<file path="src/verilog/ptsm_pkg.sv">
// Constants and types shared by the pulse-per-second time synchroniser.
package ptsm_pkg;

	// ****************************************************************
	// Time base
	// ****************************************************************
	localparam int unsigned CLK_PERIOD_NS   = 8;
	localparam int unsigned PULSE_PERIOD_NS = 1000000000;
	localparam int unsigned OUT_PULSE_NS    = 100000;
	localparam logic [29:0] NS_PER_SEC      = 30'h3b9aca00;
	localparam logic [29:0] NS_HALF_SEC     = 30'h1dcd6500;
	localparam logic [29:0] NS_STEP         = 30'h8;
	localparam logic [31:0] THR_DEFAULT_NS  = 32'h254;

	// ****************************************************************
	// Selector and state codes
	// ****************************************************************
	typedef enum logic [2:0] {
		sel_in_none,
		sel_in_serial_pulse,
		sel_in_host,
		sel_in_internal,
		sel_in_aux
	} ptsm_in_t;

	typedef enum logic [2:0] {
		sel_out_none,
		sel_out_repeat_pulse,
		sel_out_loop,
		sel_out_host,
		sel_out_internal
	} ptsm_out_t;

	typedef enum logic [1:0] {
		st_free,
		st_acquire,
		st_locked
	} ptsm_state_t;

	// Counter indices.
	localparam int unsigned CNT_TOTAL  = 0;
	localparam int unsigned CNT_BAD    = 1;
	localparam int unsigned CNT_MISSED = 2;
	localparam int unsigned CNT_FAIL   = 3;
	localparam int unsigned CNT_RESYNC = 4;
	localparam int unsigned CNT_NUM    = 5;

endpackage

</file>
<file path="src/verilog/ptsm_stat_ctr.sv">
// Saturating statistics counter with clear.
`timescale 1ns/1ps
module ptsm_stat_ctr #(
	parameter int unsigned W = 32
) (
	input  wire logic         i_clk,
	input  wire logic         i_rst,
	input  wire logic         i_clr,
	input  wire logic         i_inc,
	output logic [W-1:0]      o_cnt
);
	logic [W-1:0] cnt_ff;

	// An event in the cycle of a clear is kept: it counts as one.
	always_ff @(posedge i_clk or posedge i_rst) begin
		if (i_rst) begin
			cnt_ff <= '0;
		end else if (i_clr) begin
			cnt_ff <= i_inc ? W'(1) : '0;
		end else if (i_inc && (cnt_ff != '1)) begin
			cnt_ff <= cnt_ff + W'(1);
		end
	end

	assign o_cnt = cnt_ff;
endmodule // ptsm_stat_ctr

</file>
<file path="src/verilog/ptsm_time_sync.sv">
// Time-of-day clock with selectable pulse discipline and sync output.
`timescale 1ns/1ps
module ptsm_time_sync
	import ptsm_pkg::*;
#(
	parameter int unsigned SEC_CYCLES = PULSE_PERIOD_NS / CLK_PERIOD_NS,
	parameter int unsigned OUT_PULSE_CYC = OUT_PULSE_NS / CLK_PERIOD_NS,
	parameter int unsigned CNT_W = 32
) (
	input  wire logic             i_clk,
	input  wire logic             i_rst,
	input  wire logic             i_load_time,
	input  wire logic             i_full_reset,
	input  wire logic [31:0]      i_host_sec,
	input  wire logic [29:0]      i_host_ns,
	input  wire logic             i_host_pps,
	input  wire logic             i_sel_wr,
	input  wire ptsm_in_t         i_sel_in,
	input  wire ptsm_out_t        i_sel_out,
	input  wire logic             i_thr_wr,
	input  wire logic [31:0]      i_thr_ns,
	input  wire logic             i_clear_stats,
	input  wire logic             i_pps_in,
	output logic                  o_pps_out,
	output logic                  o_pps_out_oe_n,
	output logic [31:0]           o_tod_sec,
	output logic [29:0]           o_tod_ns,
	output logic                  o_synced,
	output logic                  o_free_running,
	output ptsm_in_t              o_sel_in,
	output ptsm_out_t             o_sel_out,
	output logic [31:0]           o_thr_ns,
	output logic [CNT_W-1:0]      o_cnt_total,
	output logic [CNT_W-1:0]      o_cnt_bad,
	output logic [CNT_W-1:0]      o_cnt_missed,
	output logic [CNT_W-1:0]      o_cnt_fail,
	output logic [CNT_W-1:0]      o_cnt_resync
);
	localparam logic [31:0] HALF_CYC = 32'(SEC_CYCLES / 2);
	localparam logic [31:0] MISS_CYC = 32'(SEC_CYCLES + SEC_CYCLES / 2);
	localparam logic [31:0] OPW_CYC  = 32'(OUT_PULSE_CYC);

	// ****************************************************************
	// Input synchroniser and source selection
	// ****************************************************************
	logic        pps_meta_ff;
	logic        pps_sync_ff;
	logic        src_lvl_ff;
	logic        src_lvl;
	logic        src_edge;
	ptsm_in_t    sel_in_ff;
	ptsm_out_t   sel_out_ff;
	logic [31:0] thr_ff;

	always_ff @(posedge i_clk or posedge i_rst) begin
		if (i_rst) begin
			pps_meta_ff <= 1'b0;
			pps_sync_ff <= 1'b0;
		end else begin
			pps_meta_ff <= i_pps_in;
			pps_sync_ff <= pps_meta_ff;
		end
	end

	// Only the serial pulse and the internal host reference discipline.
	always_comb begin
		case (sel_in_ff)
			sel_in_serial_pulse: src_lvl = pps_sync_ff;
			sel_in_internal:     src_lvl = i_host_pps;
			default:             src_lvl = 1'b0;
		endcase
	end

	always_ff @(posedge i_clk or posedge i_rst) begin
		if (i_rst) begin
			src_lvl_ff <= 1'b0;
		end else begin
			src_lvl_ff <= src_lvl;
		end
	end

	assign src_edge = src_lvl & ~src_lvl_ff;

	// ****************************************************************
	// Configuration
	// ****************************************************************
	always_ff @(posedge i_clk or posedge i_rst) begin
		if (i_rst) begin
			sel_in_ff  <= sel_in_serial_pulse;
			sel_out_ff <= sel_out_none;
		end else if (i_full_reset) begin
			sel_in_ff  <= sel_in_serial_pulse;
			sel_out_ff <= sel_out_none;
		end else if (i_sel_wr) begin
			sel_in_ff  <= i_sel_in;
			sel_out_ff <= i_sel_out;
		end
	end

	always_ff @(posedge i_clk or posedge i_rst) begin
		if (i_rst) begin
			thr_ff <= THR_DEFAULT_NS;
		end else if (i_thr_wr) begin
			thr_ff <= i_thr_ns;
		end
	end

	// ****************************************************************
	// Pulse qualification
	// ****************************************************************
	logic        src_active;
	logic [31:0] since_ff;
	logic        pulse_ok;
	logic        pulse_bad;
	logic        pulse_miss;
	logic        late;
	logic [29:0] err_mag;
	logic        in_thr;
	logic [31:0] tod_sec_ff;
	logic [29:0] tod_ns_ff;
	assign src_active = (sel_in_ff == sel_in_serial_pulse) ||
	                    (sel_in_ff == sel_in_internal);
	assign pulse_bad  = src_active && src_edge && (since_ff < HALF_CYC);
	assign pulse_ok   = src_active && src_edge && !pulse_bad;
	assign pulse_miss = src_active && !src_edge && (since_ff >= MISS_CYC);

	always_ff @(posedge i_clk or posedge i_rst) begin
		if (i_rst) begin
			since_ff <= 32'h0;
		end else if (pulse_ok || !src_active) begin
			since_ff <= 32'h0;
		end else if (pulse_miss) begin
			since_ff <= HALF_CYC;
		end else if (since_ff != 32'hffffffff) begin
			since_ff <= since_ff + 32'h1;
		end
	end

	// Phase error: below half a second the pulse is late and the local clock ahead.
	assign late    = tod_ns_ff < NS_HALF_SEC;
	assign err_mag = late ? tod_ns_ff : (NS_PER_SEC - tod_ns_ff);
	assign in_thr  = {2'h0, err_mag} <= thr_ff;

	// ****************************************************************
	// Time of day
	// ****************************************************************
	logic        roll;
	assign roll = (tod_ns_ff + NS_STEP) >= NS_PER_SEC;

	always_ff @(posedge i_clk or posedge i_rst) begin
		if (i_rst) begin
			tod_sec_ff <= 32'h0;
			tod_ns_ff  <= 30'h0;
		end else if (i_load_time || i_full_reset) begin
			tod_sec_ff <= i_host_sec;
			tod_ns_ff  <= i_host_ns;
		end else if (pulse_ok && !in_thr) begin
			tod_ns_ff <= NS_STEP;
			if (!late) begin
				tod_sec_ff <= tod_sec_ff + 32'h1;
			end
		end else if (roll) begin
			tod_ns_ff  <= tod_ns_ff + NS_STEP - NS_PER_SEC;
			tod_sec_ff <= tod_sec_ff + 32'h1;
		end else begin
			tod_ns_ff <= tod_ns_ff + NS_STEP;
		end
	end

	// ****************************************************************
	// Synchronisation state
	// ****************************************************************
	ptsm_state_t state_ff;
	logic        fail_ev;
	logic        resync_ev;
	assign fail_ev   = (state_ff == st_locked) &&
	                   (!src_active || (pulse_ok && !in_thr));
	assign resync_ev = pulse_ok && !in_thr;

	always_ff @(posedge i_clk or posedge i_rst) begin
		if (i_rst) begin
			state_ff <= st_acquire;
		end else if (i_full_reset || i_load_time) begin
			state_ff <= st_acquire;
		end else begin
			case (state_ff)
				st_free: begin
					if (src_active) begin
						state_ff <= st_acquire;
					end
				end
				st_acquire: begin
					if (!src_active) begin
						state_ff <= st_free;
					end else if (pulse_ok && in_thr) begin
						state_ff <= st_locked;
					end
				end
				st_locked: begin
					if (!src_active) begin
						state_ff <= st_free;
					end else if (pulse_ok && !in_thr) begin
						state_ff <= st_acquire;
					end
				end
				default: state_ff <= st_acquire;
			endcase
		end
	end

	// ****************************************************************
	// Synchronisation output
	// ****************************************************************
	logic [31:0] opw_ff;
	logic        out_lvl;
	always_ff @(posedge i_clk or posedge i_rst) begin
		if (i_rst) begin
			opw_ff <= 32'h0;
		end else if (roll && !i_load_time && !i_full_reset) begin
			opw_ff <= OPW_CYC;
		end else if (opw_ff != 32'h0) begin
			opw_ff <= opw_ff - 32'h1;
		end
	end

	always_comb begin
		case (sel_out_ff)
			sel_out_repeat_pulse: out_lvl = pps_sync_ff;
			sel_out_loop:         out_lvl = src_lvl;
			sel_out_internal:     out_lvl = opw_ff != 32'h0;
			default:              out_lvl = 1'b0;
		endcase
	end

	always_ff @(posedge i_clk or posedge i_rst) begin
		if (i_rst) begin
			o_pps_out      <= 1'b0;
			o_pps_out_oe_n <= 1'b1;
		end else begin
			o_pps_out      <= out_lvl;
			o_pps_out_oe_n <= (sel_out_ff == sel_out_none) ||
			                  (sel_out_ff == sel_out_host);
		end
	end

	// ****************************************************************
	// Statistics
	// ****************************************************************
	logic [CNT_NUM-1:0] cnt_inc;
	logic [CNT_W-1:0]   cnt_val [CNT_NUM];
	assign cnt_inc[CNT_TOTAL]  = src_active && src_edge;
	assign cnt_inc[CNT_BAD]    = pulse_bad;
	assign cnt_inc[CNT_MISSED] = pulse_miss;
	assign cnt_inc[CNT_FAIL]   = fail_ev;
	assign cnt_inc[CNT_RESYNC] = resync_ev;

	for (genvar g = 0; g < CNT_NUM; g++) begin : g_cnt
		ptsm_stat_ctr #(
			.W (CNT_W)
		) u_ctr (
			.i_clk (i_clk),
			.i_rst (i_rst),
			.i_clr (i_clear_stats),
			.i_inc (cnt_inc[g]),
			.o_cnt (cnt_val[g])
		);
	end

	assign o_cnt_total  = cnt_val[CNT_TOTAL];
	assign o_cnt_bad    = cnt_val[CNT_BAD];
	assign o_cnt_missed = cnt_val[CNT_MISSED];
	assign o_cnt_fail   = cnt_val[CNT_FAIL];
	assign o_cnt_resync = cnt_val[CNT_RESYNC];

	// ****************************************************************
	// Status
	// ****************************************************************
	assign o_tod_sec      = tod_sec_ff;
	assign o_tod_ns       = tod_ns_ff;
	assign o_synced       = state_ff == st_locked;
	assign o_free_running = state_ff == st_free;
	assign o_sel_in       = sel_in_ff;
	assign o_sel_out      = sel_out_ff;
	assign o_thr_ns       = thr_ff;
endmodule // ptsm_time_sync

</file>
<file path="config.mk">
export PLATFORM = sky130hd
export DESIGN_NAME = ptsm_time_sync
export DESIGN_NICKNAME = d
export VERILOG_FILES = /design/src/verilog/ptsm_pkg.sv /design/src/verilog/ptsm_stat_ctr.sv /design/src/verilog/ptsm_time_sync.sv
export SDC_FILE = /design/constraint.sdc
export NUM_CORES = 1
export LEC_CHECK = 0
export BUFFER_PORTS_ARGS = -buffer_cell sky130_fd_sc_hd__clkbuf_2
export CORE_MARGIN = 3
export CORE_UTILIZATION = 56
export DETAILED_ROUTE_END_ITERATION = 7
export GPL_TIMING_DRIVEN = 0
export PLACE_DENSITY = 0.81
export SLEW_MARGIN = 20
export SYNTH_ARGS = -nofsm -noshare
export SYNTH_HDL_FRONTEND = slang
export SYNTH_SLANG_ARGS = --single-unit
</file>
<file path="constraint.sdc">
create_clock -name i_clk -period 13.6 [get_ports i_clk]
set_input_delay 1.36 -clock i_clk [delete_from_list [all_inputs] [get_ports i_clk]]
set_output_delay 1.36 -clock i_clk [all_outputs]
set_load 0.02 [all_outputs]
</file>
* Word level (Yosys, flattened, before mapping)
Index checks and enable logic that the tools add are counted.
Operators by class: reductions and logical operators 40, bitwise gates (word level) 2, order comparisons 5, $add $sub $neg 11, mux-type cells 41, equal/unequal tests 18
Operators with widths (count):
- two-way mux 32 bit | 19
- adder 32 x 1 -> 32 bit, second input constant | 7
- inequality test 32 bit, second input constant | 6
- two-way mux 30 bit | 4
- greater-or-equal comparator 32 x 28 -> 1 bit, second input constant | 1
- <= comparator 30 x 32 -> 1 bit | 1
- < comparator 32 x 26 -> 1 bit, second input constant | 1
- nonzero test 32 bit | 1
- subtractor 32 x 1 -> 32 bit, second input constant | 1
- adder 30 x 4 -> 30 bit, second input constant | 1
- greater-or-equal comparator 30 bit, second input constant | 1
- < comparator 30 x 29 -> 1 bit, second input constant | 1
- subtractor 30 bit, first input constant | 1
- subtractor 30 bit, second input constant | 1
- logical AND 1 bit | 15
- nonzero test 2 bit | 7
- two-way mux 2 bit | 6
- two-way mux 3 bit | 4
- equality test 3 x 2 -> 1 bit, second input constant | 3
- equality test 3 x 1 -> 1 bit, second input constant | 2
- zero test 1 bit | 6
- one-hot mux 2 bit (3 select lines) | 1
- nonzero test 3 bit | 2
- logical OR 1 bit | 5
- other kinds (16) | 20
Word-level totals: register bits 331, output and inout bits 264, input bits 109

* Logic depth before layout (Yosys ltp)
Gate-level depths: netlist of run 1.
word-level depth 13, depth in mapped cells 25, depth with buffers taken out 23

* Modules after synthesis
From an unflattened synthesis of run 1, not the netlist that was laid out.
Unflattened totals: cells, all modules 2307, area, all modules 19971.7 um^2
By module, submodules not included:
- ptsm_time_sync | seq. area each 4287.9 um^2, area an instance 10931.7 um^2, cells each 1292, times used 1
- ptsm_stat_ctr | seq. area each 800.8 um^2, area an instance 1808.0 um^2, cells each 203, times used 5

* Least setup slack after synthesis of run 1
OpenSTA, ideal clock, no wires.
kind register to register, start register tod_ns_ff[0], in the netlist o_tod_ns[0], end register tod_sec_ff[28], in the netlist o_tod_sec[28], data arrival time 5785 ps, path slack 7746 ps, period minus slack after synthesis 5854 ps, buffers on the path 2, cell stages (with the launch flop) 25, data required time 13531 ps, cells stage by stage dfrtp_1 > inv_1 > ha_1 > nor4b_1 > a21oi_1 > o21ai_0 > a21oi_1 > o21ai_0 > a21oi_1 > or3_1 > a21o_1 > a21oi_1 > xor2_1 > ha_1 > nand3_1 > or4_4 > or4_1 > and3_4 > or2_1 > buf_2 > a211o_1 > buf_2 > a21o_1 > or4_1 > nand3_1
On the way: longest elaborated chain between the ends 7, elaborated cells on any way between the ends 13, classes of those cells add/sub: 2; order compare: 3; eq/ne: 1; mux: 3; reduce/logical: 4
RTL lines:
- from (decl) | line ptsm_time_sync.sv:120 | logic [29:0] tod_ns_ff;
- from (signal assigned) | line ptsm_time_sync.sv:156 | tod_ns_ff <= i_host_ns;
- from (signal assigned) | line ptsm_time_sync.sv:163 | tod_ns_ff <= tod_ns_ff + NS_STEP - NS_PER_SEC;
- from (signal assigned) | line ptsm_time_sync.sv:166 | tod_ns_ff <= tod_ns_ff + NS_STEP;
- subtractor 30 bit or < comparator 30 x 29 -> 1 bit (tied branches) | line ptsm_time_sync.sv:141, ptsm_time_sync.sv:140
- two-way mux 30 bit | line ptsm_time_sync.sv:141 | assign err_mag = late ? tod_ns_ff : (NS_PER_SEC - tod_ns_ff);
- <= comparator 30 x 32 -> 1 bit | line ptsm_time_sync.sv:142 | assign in_thr = {2'h0, err_mag} <= thr_ff;
- zero test 1 bit | line ptsm_time_sync.sv:157 | end else if (pulse_ok && !in_thr) begin
- logical AND 1 bit | line ptsm_time_sync.sv:157
- inequality test 3 bit (no source line) (tied with other cells)
- AND reduction 2 bit (no source line) or two-way mux 32 bit (tied branches)
- to (signal assigned) | line ptsm_time_sync.sv:155 | tod_sec_ff <= i_host_sec;
- to (signal assigned) | line ptsm_time_sync.sv:160 | tod_sec_ff <= tod_sec_ff + 32'h1;
- to (signal assigned) | line ptsm_time_sync.sv:164 | tod_sec_ff <= tod_sec_ff + 32'h1;
- to (decl) | line ptsm_time_sync.sv:119 | logic [31:0] tod_sec_ff;
Several ways; a longest one is shown, not always the timed one. A chain may end at the register's enable or synchronous reset.

* Worst setup path in the final report of run 1
start register tod_ns_ff[0], in the netlist o_tod_ns[0], end register tod_sec_ff[11], in the netlist o_tod_sec[11]
Same word-level chain as after synthesis.

==> flow_summary.yaml, run 1 <==
setup_path:
  critPathSlowestCell: "or4_1"
  critical_path_arrival_ns: 7.43
  worstPathRequired_ns: 14.04
  path_cells: "inv_1 > ha_1 > nor4b_1 > a21oi_1 > o21ai_0 > a21oi_1 > o21ai_0 > a21oi_1 > or3_1 > a21o_1 > a21oi_1 > xor2_1 > ha_1 > nand3_1 > or4_4 > or4_1 > nand4b_1 > a21oi_1 > nor2_4 > o2111ai_1 > a21o_1 > buf_2 > or3_1 > a31oi_1"
  worst-path-stages: 24
  cp-end-kind: "flip-flop"
  critPathLaunchType: "flip-flop"
  crit_fanout: 10
  cp.buffers_inverters: 2
  crit_family: "simple AND/OR/NAND/NOR gates"
  r2r_cells: 24
  path_class: "flip-flop to flip-flop"
  crit_path_max_incr_delay_ns: 0.66
  cp_common_cell: "a21oi_1"
synthesis:
  syn-cell-area_mm2: 0.0191
  ys_ff_latch: 331
  postSynthCellCount: 2169
  ys.flop_type: "dfrtp_1"
  ys_types: 89
  synth_edf_count: 0
  synthArstFlopShare: 1.00
  synth_area_per_cell_um2: 8.81
  synth_seq_area_share: 0.434
  synth_warnings: 0
detailed_routing:
  vias: 18100
  totalWireLength_um: 56700
  drtIter0Drc: 1263
  drtAntennaViolNets: 0
  drcViolationCount: 0
  vias_per_cell: 5.90
  dr.pass1.iters: 5
  drt-wirelength-per-cell_um: 18.5
timing:
  rsz0062_at_grt: "no"
  worstMarginPinSlew_ns: 1.07
  hold_viol: 0
  finalMaxSlewViolations: 0
  worst_slew_margin_rel: 0.282
  setup_viol: 0
  post-route-period-util: 0.514
  tns_ns: 0
  period_minus_slack_ns: 6.99
  finClkSkew_ns: 0.0254
  worst_hold_slack_ns: 0.346
  fmax_ghz: 0.143
grt:
  grt_pass1_vias: 17500
  grt_usage: 0.303
  grt_max_degree: 109
  grt_overflow: 0
  grt_pass1_wl_um: 90300
  antenna_found_initial: 0
clocking:
  cts_tree: "yes"
  clkLatencyLatePin_ns: 0.54
  clock_sinks: 331
  cts_resized: 0
  cts_made_buffers: 38
  clk_pin_slew_ns: 0.06
  htree_levels: 2
  cts_setup_buffers: 0
  cts_root_buf: "clkbuf_16"
  clockBufferDepth: 3
  holdBufCountCts: 0
floorplan:
  rows: 67
  ioPinCount: 373
  start_util: 0.568
  die_h_um: 191
  die_area_mm2: 0.0364
  die_w_um: 191
  fp.coreArea_mm2: 0.0336
final_layout:
  ff_latch_area_mm2: 0.00829
  multi_input_area_mm2: 0.0101
  nets: 2740
  fillers: 2699
  n_antenna_cell: 0
  drive_above_1_share: 0.197
  syn_to_final_growth_pct: 19.9
placement:
  gp_congestion: 0.981
  numPortBuffers: 369
  dp_hpwl_um: 42200
worst_hold_path:
  hold_path_class: "flip-flop to flip-flop"
  whs_path_depth: 0
power_and_ir_drop:
  ir_drop_mv: 0.106
  powerDensity_mw_per_mm2: 116
  power_leakage_uw: 0.0103
flow_run:
  maxCapViolations: 0
outcome:
  status: "completed"
## worst reg2reg max path: stages (launching register included)
cell and delay (ns):
dfrtp_1 0.40, inv_1 0.12, ha_1 0.21, nor4b_1 0.48
a21oi_1 0.15, o21ai_0 0.30, a21oi_1 0.15, o21ai_0 0.33
a21oi_1 0.13, or3_1 0.36, a21o_1 0.19, a21oi_1 0.17
xor2_1 0.10, ha_1 0.31, nand3_1 0.10, or4_4 0.50
or4_1 0.66, nand4b_1 0.15, a21oi_1 0.10, nor2_4 0.38
o2111ai_1 0.45, a21o_1 0.37, buf_2 0.22, or3_1 0.36
a31oi_1 0.19
## through the flow
stage / worst slack (ns) / std cells / area (um^2) / power (uW) / util
6_report: 6.61 / 3058 / 22900 / 2660 / 0.682
5_1_grt: 6.22 / 3058 / 22900 / 2770 / 0.682
4_1_cts: 6.64 / 3058 / 22900 / 2660 / 0.681
3_5_place_dp: 6.73 / 2992 / 21600 / 1610 / 0.643
3_3_place_gp: -0.357 / 2989 / 21500 / 1590 / 0.640
2_1_floorplan: 3.08 / 2172 / 19100 / 1460 / -
## where the power goes
part	switching (uW)	total [uW]	internal [uW]
combinational	300	475	174
clock	417	1050	631
sequential	73.9	1130	1060
total	791	2660	1860
## cells in the mapped netlist (all sizes together) (12+ instances only)
cell type | n | share of area
o31ai | 33 | 0.014
o21ai | 130 | 0.034
nor2 | 239 | 0.047
nor4 | 33 | 0.011
mux2 | 12 | 0.0073
nand2 | 247 | 0.049
nand4 | 60 | 0.020
dfrtp | 324 | 0.42
a21oi | 107 | 0.028
ha | 47 | 0.031
and4 | 18 | 0.0082
or4 | 19 | 0.0077
nor3 | 66 | 0.018
and3 | 51 | 0.017
xor2 | 104 | 0.048
buf | 24 | 0.0072
xnor2 | 127 | 0.058
or3 | 62 | 0.020
a31oi | 17 | 0.0056
nand3 | 93 | 0.025
nor2b | 16 | 0.0054
inv | 87 | 0.017
clkbuf | 84 | 0.017
a211oi | 17 | 0.0067
## flip-flops by register name, indices dropped and copies added (netlist names)
| register | count |
|---|---|
| g_cnt.u_ctr.o_cnt | 160 |
| o_thr_ns | 32 |
| o_tod_sec | 32 |
| opw_ff | 32 |
| since_ff | 32 |
| o_tod_ns | 30 |
| o_sel_in | 3 |
| o_sel_out | 3 |
| state_ff | 2 |
| o_pps_out | 1 |
| o_pps_out_oe_n | 1 |
| pps_meta_ff | 1 |
| pps_sync_ff | 1 |
| src_lvl_ff | 1 |
## cell families (layout without fill, tap and decap cells)
family          after synthesis  after routing  share of synthesized area
xor+xnor                    231            231                      0.106
flops                       331            331                      0.434
compound gates              381            381                      0.125
mux                          23             23                     0.0130
simple gates                960            960                      0.251
buf+inv                     195            633                     0.0409
fa+ha+maj                    47             47                     0.0308
other cells                   1              4                   0.000196
## layout by cell type, fill, tap and decap left out, types with 29 or more instances in the layout
master	synthesis	routed
a21oi_1	106	106
and3_1	50	50
clkbuf_1	82	88
clkbuf_16	0	39
clkbuf_2	2	371
dfrtp_1	324	324
ha_1	47	47
inv_1	87	86
nand2_1	246	246
nand3_1	91	91
nand4_1	59	59
nor2_1	237	237
nor3_1	65	64
nor4_1	31	29
o21ai_0	127	127
o31ai_1	30	29
or3_1	62	62
xnor2_1	127	127
xor2_1	104	104
## per-layer routing
| layer | global-route usage | share of wire | vias to the layer above |
|---|---|---|---|
| met4 | 0.121 | 0.042 | 0 |
| li1 | - | - | 8443 |
| met3 | 0.0645 | 0.080 | 154 |
| met2 | 0.502 | 0.47 | 739 |
| met5 | 0 | 0 | - |
| met1 | 0.391 | 0.40 | 8721 |
## final timing paths
check,from,end,slack [ns]
min,pps_meta_ff,pps_sync_ff,0.35
max,o_tod_ns[0],o_tod_sec[11],6.61
min reg2reg,pps_meta_ff,pps_sync_ff,0.35
max reg2reg,o_tod_ns[0],o_tod_sec[11],6.61
min in group asynchronous,i_rst,g_cnt[3].u_ctr.o_cnt[9],0.76
max in group asynchronous,i_rst,o_thr_ns[21],12.06
## cell type report
cell class | count | area share
timing repair buffer | 372 | 0.0842
buffer | 108 | 0.0199
multi-input combinational | 1646 | 0.440
clock inverter | 16 | 0.00884
tap | 448 | 0.0245
clock buffer | 50 | 0.0466
inverter | 87 | 0.0146
sequential | 331 | 0.362
No activity file was read; power rests on OpenSTA's default activity.
==> inputs of run 2 (changes only) <==
- CORE_UTILIZATION: 56 -> 51
- PLACE_DENSITY: 0.81 -> 0.78
- clock period: 13.6 -> 5.8 ns (I/O delays scaled with it)
==> flow_summary.yaml, run 2 (same netlist as run 1, synthesis figures left out) <==
final_layout:
  final_common_cell: "clkbuf_2"
  largest_register_ffs: 160
  fin_cells: 3127
  syn_to_final_growth_pct: 24.2
  final_cell_mix: "378 x clkbuf_2, 316 x dfrtp_1, 245 x nand2_1"
  nets: 2786
  design_area_mm2: 0.0237
  fillers: 3000
  drive_above_1_share: 0.235
placement:
  dp_hpwl_um: 43600
  gp_congestion: 0.927
  place_ws_ns: -1.10
  postPlaceCellArea_mm2: 0.0218
  numPortBuffers: 369
  place_inst: 3020
setup_path:
  crit_path_max_incr_delay_ns: 0.60
  path_class: "flip-flop to flip-flop"
  cp.buffers_inverters: 4
  worst-path-stages: 26
  startpoint: "o_tod_ns[0]"
  reg2reg_from: "o_tod_ns[0]"
  cp-end-kind: "flip-flop"
  critPathSlowestCell: "or4_4"
  worstPathRequired_ns: 6.24
  critical_path_arrival_ns: 6.26
  crit_fanout: 5
  crit_family: "simple AND/OR/NAND/NOR gates"
  critPathLaunchType: "flip-flop"
  r2r_cells: 26
  cp_common_cell: "a21oi_2"
floorplan:
  die_h_um: 200
  die_w_um: 200
  ioPinCount: 373
  start_util: 0.519
  fp.coreArea_mm2: 0.0368
  die_area_mm2: 0.0398
  rows: 70
timing:
  hold_viol: 0
  post-route-period-util: 1.00
  finClkSkew_ns: 0.0286
  worst_slew_margin_rel: 0.235
  setup_viol: 1
  rsz0062_at_grt: "yes"
  fin_ws_ns: -0.0248
  worstMarginPinSlew_ns: 1.14
  period_minus_slack_ns: 5.82
  finalMaxSlewViolations: 0
  fmax_ghz: 0.172
  worst_hold_slack_ns: 0.139
grt:
  grt_pass1_wl_um: 91600
  grt_overflow: 0
  grt_pass1_vias: 17500
  grt_max_degree: 36
  antenna_found_initial: 1
  grt_usage: 0.284
detailed_routing:
  vias: 18400
  drtIter0Drc: 1527
  vias_per_cell: 5.88
  drt-wirelength-per-cell_um: 18.8
  dr.pass1.iters: 6
  totalWireLength_um: 58800
  drtAntennaViolNets: 0
  drcViolationCount: 0
worst_hold_path:
  hold_path_class: "input port to flip-flop"
  whs_path_depth: 1
  worstHoldStart: "i_pps_in"
clocking:
  clk_pin_slew_ns: 0.06
  clockBufferDepth: 3
  clkLatencyLatePin_ns: 0.57
  cts_root_buf: "clkbuf_16"
  clock_sinks: 331
  cts_made_buffers: 38
  htree_levels: 2
  cts_tree: "yes"
power_and_ir_drop:
  finalPower_uw: 6220
  ir_drop_mv: 0.206
  power_leakage_uw: 0.0106
  powerDensity_mw_per_mm2: 262
outcome:
  status: "finished with violations"
  violations: "setup timing"
flow_run:
  maxCapViolations: 0
## run 2: cell count changes in the layout (fill, tap and decap cells not counted), moves of 9 or more
cell,previous run,this run
buf_12,0,10
clkbuf_1,88,77
buf_6,2,13
o21ai_0,127,116
o21ai_1,3,12
a21oi_1,106,96
buf_4,4,42
## run 2: layout make-up
class	count	area (um^2)	share of cell area
well taps	468	586	0.0247
repair buffers	424	2430	0.102
inverters	87	330	0.0139
plain buffers	102	484	0.0204
clock inverters	11	105	0.00443
flip-flops and latches	331	8300	0.350
multi-input cells	1646	10400	0.437
clock buffers	57	1120	0.0473
diodes	1	2.50	0.000105
## run 2: path summary, 6_finish.rpt
path                                      end  slack (ns)
worst max-delay path            o_tod_sec[28]       -0.02
max in group asynchronous         state_ff[0]        4.03
worst min-delay path              pps_meta_ff        0.14
worst min register to register    pps_sync_ff        0.35
min in group asynchronous        o_thr_ns[24]        0.53
worst max register to register  o_tod_sec[28]       -0.02
## run 2: repair_timing
action	4_1_cts	5_1_grt
hold endpoints to repair	11	0
setup endpoints to repair	124	89
resized for setup	51	62
hold buffers	1	0
gates cloned	0	1
setup buffers	10	32
pin swaps	8	43
## run 2: through the flow
step	util	TNS, ns
final	0.645	-0.0248
after global routing	0.645	-4.18
after CTS	0.632	0
after detailed placement	0.593	-69.17
after global placement	0.586	-428.25
after floorplan	-	0
## run 2: layer usage
metal / global-route usage / share of wire / vias to the layer above
met5: 0 / 0 / -
met4: 0.127 / 0.046 / 0
met3: 0.0521 / 0.075 / 182
met2: 0.461 / 0.47 / 740
met1: 0.373 / 0.41 / 8934
li1: - / - / 8525
## run 2: report_power, final
group / internal, uW / switching [uW] / total (uW)
Sequential: 2480 / 183 / 2670
Clock: 1390 / 1000 / 2390
Combinational: 449 / 717 / 1170
Total: 4320 / 1900 / 6220
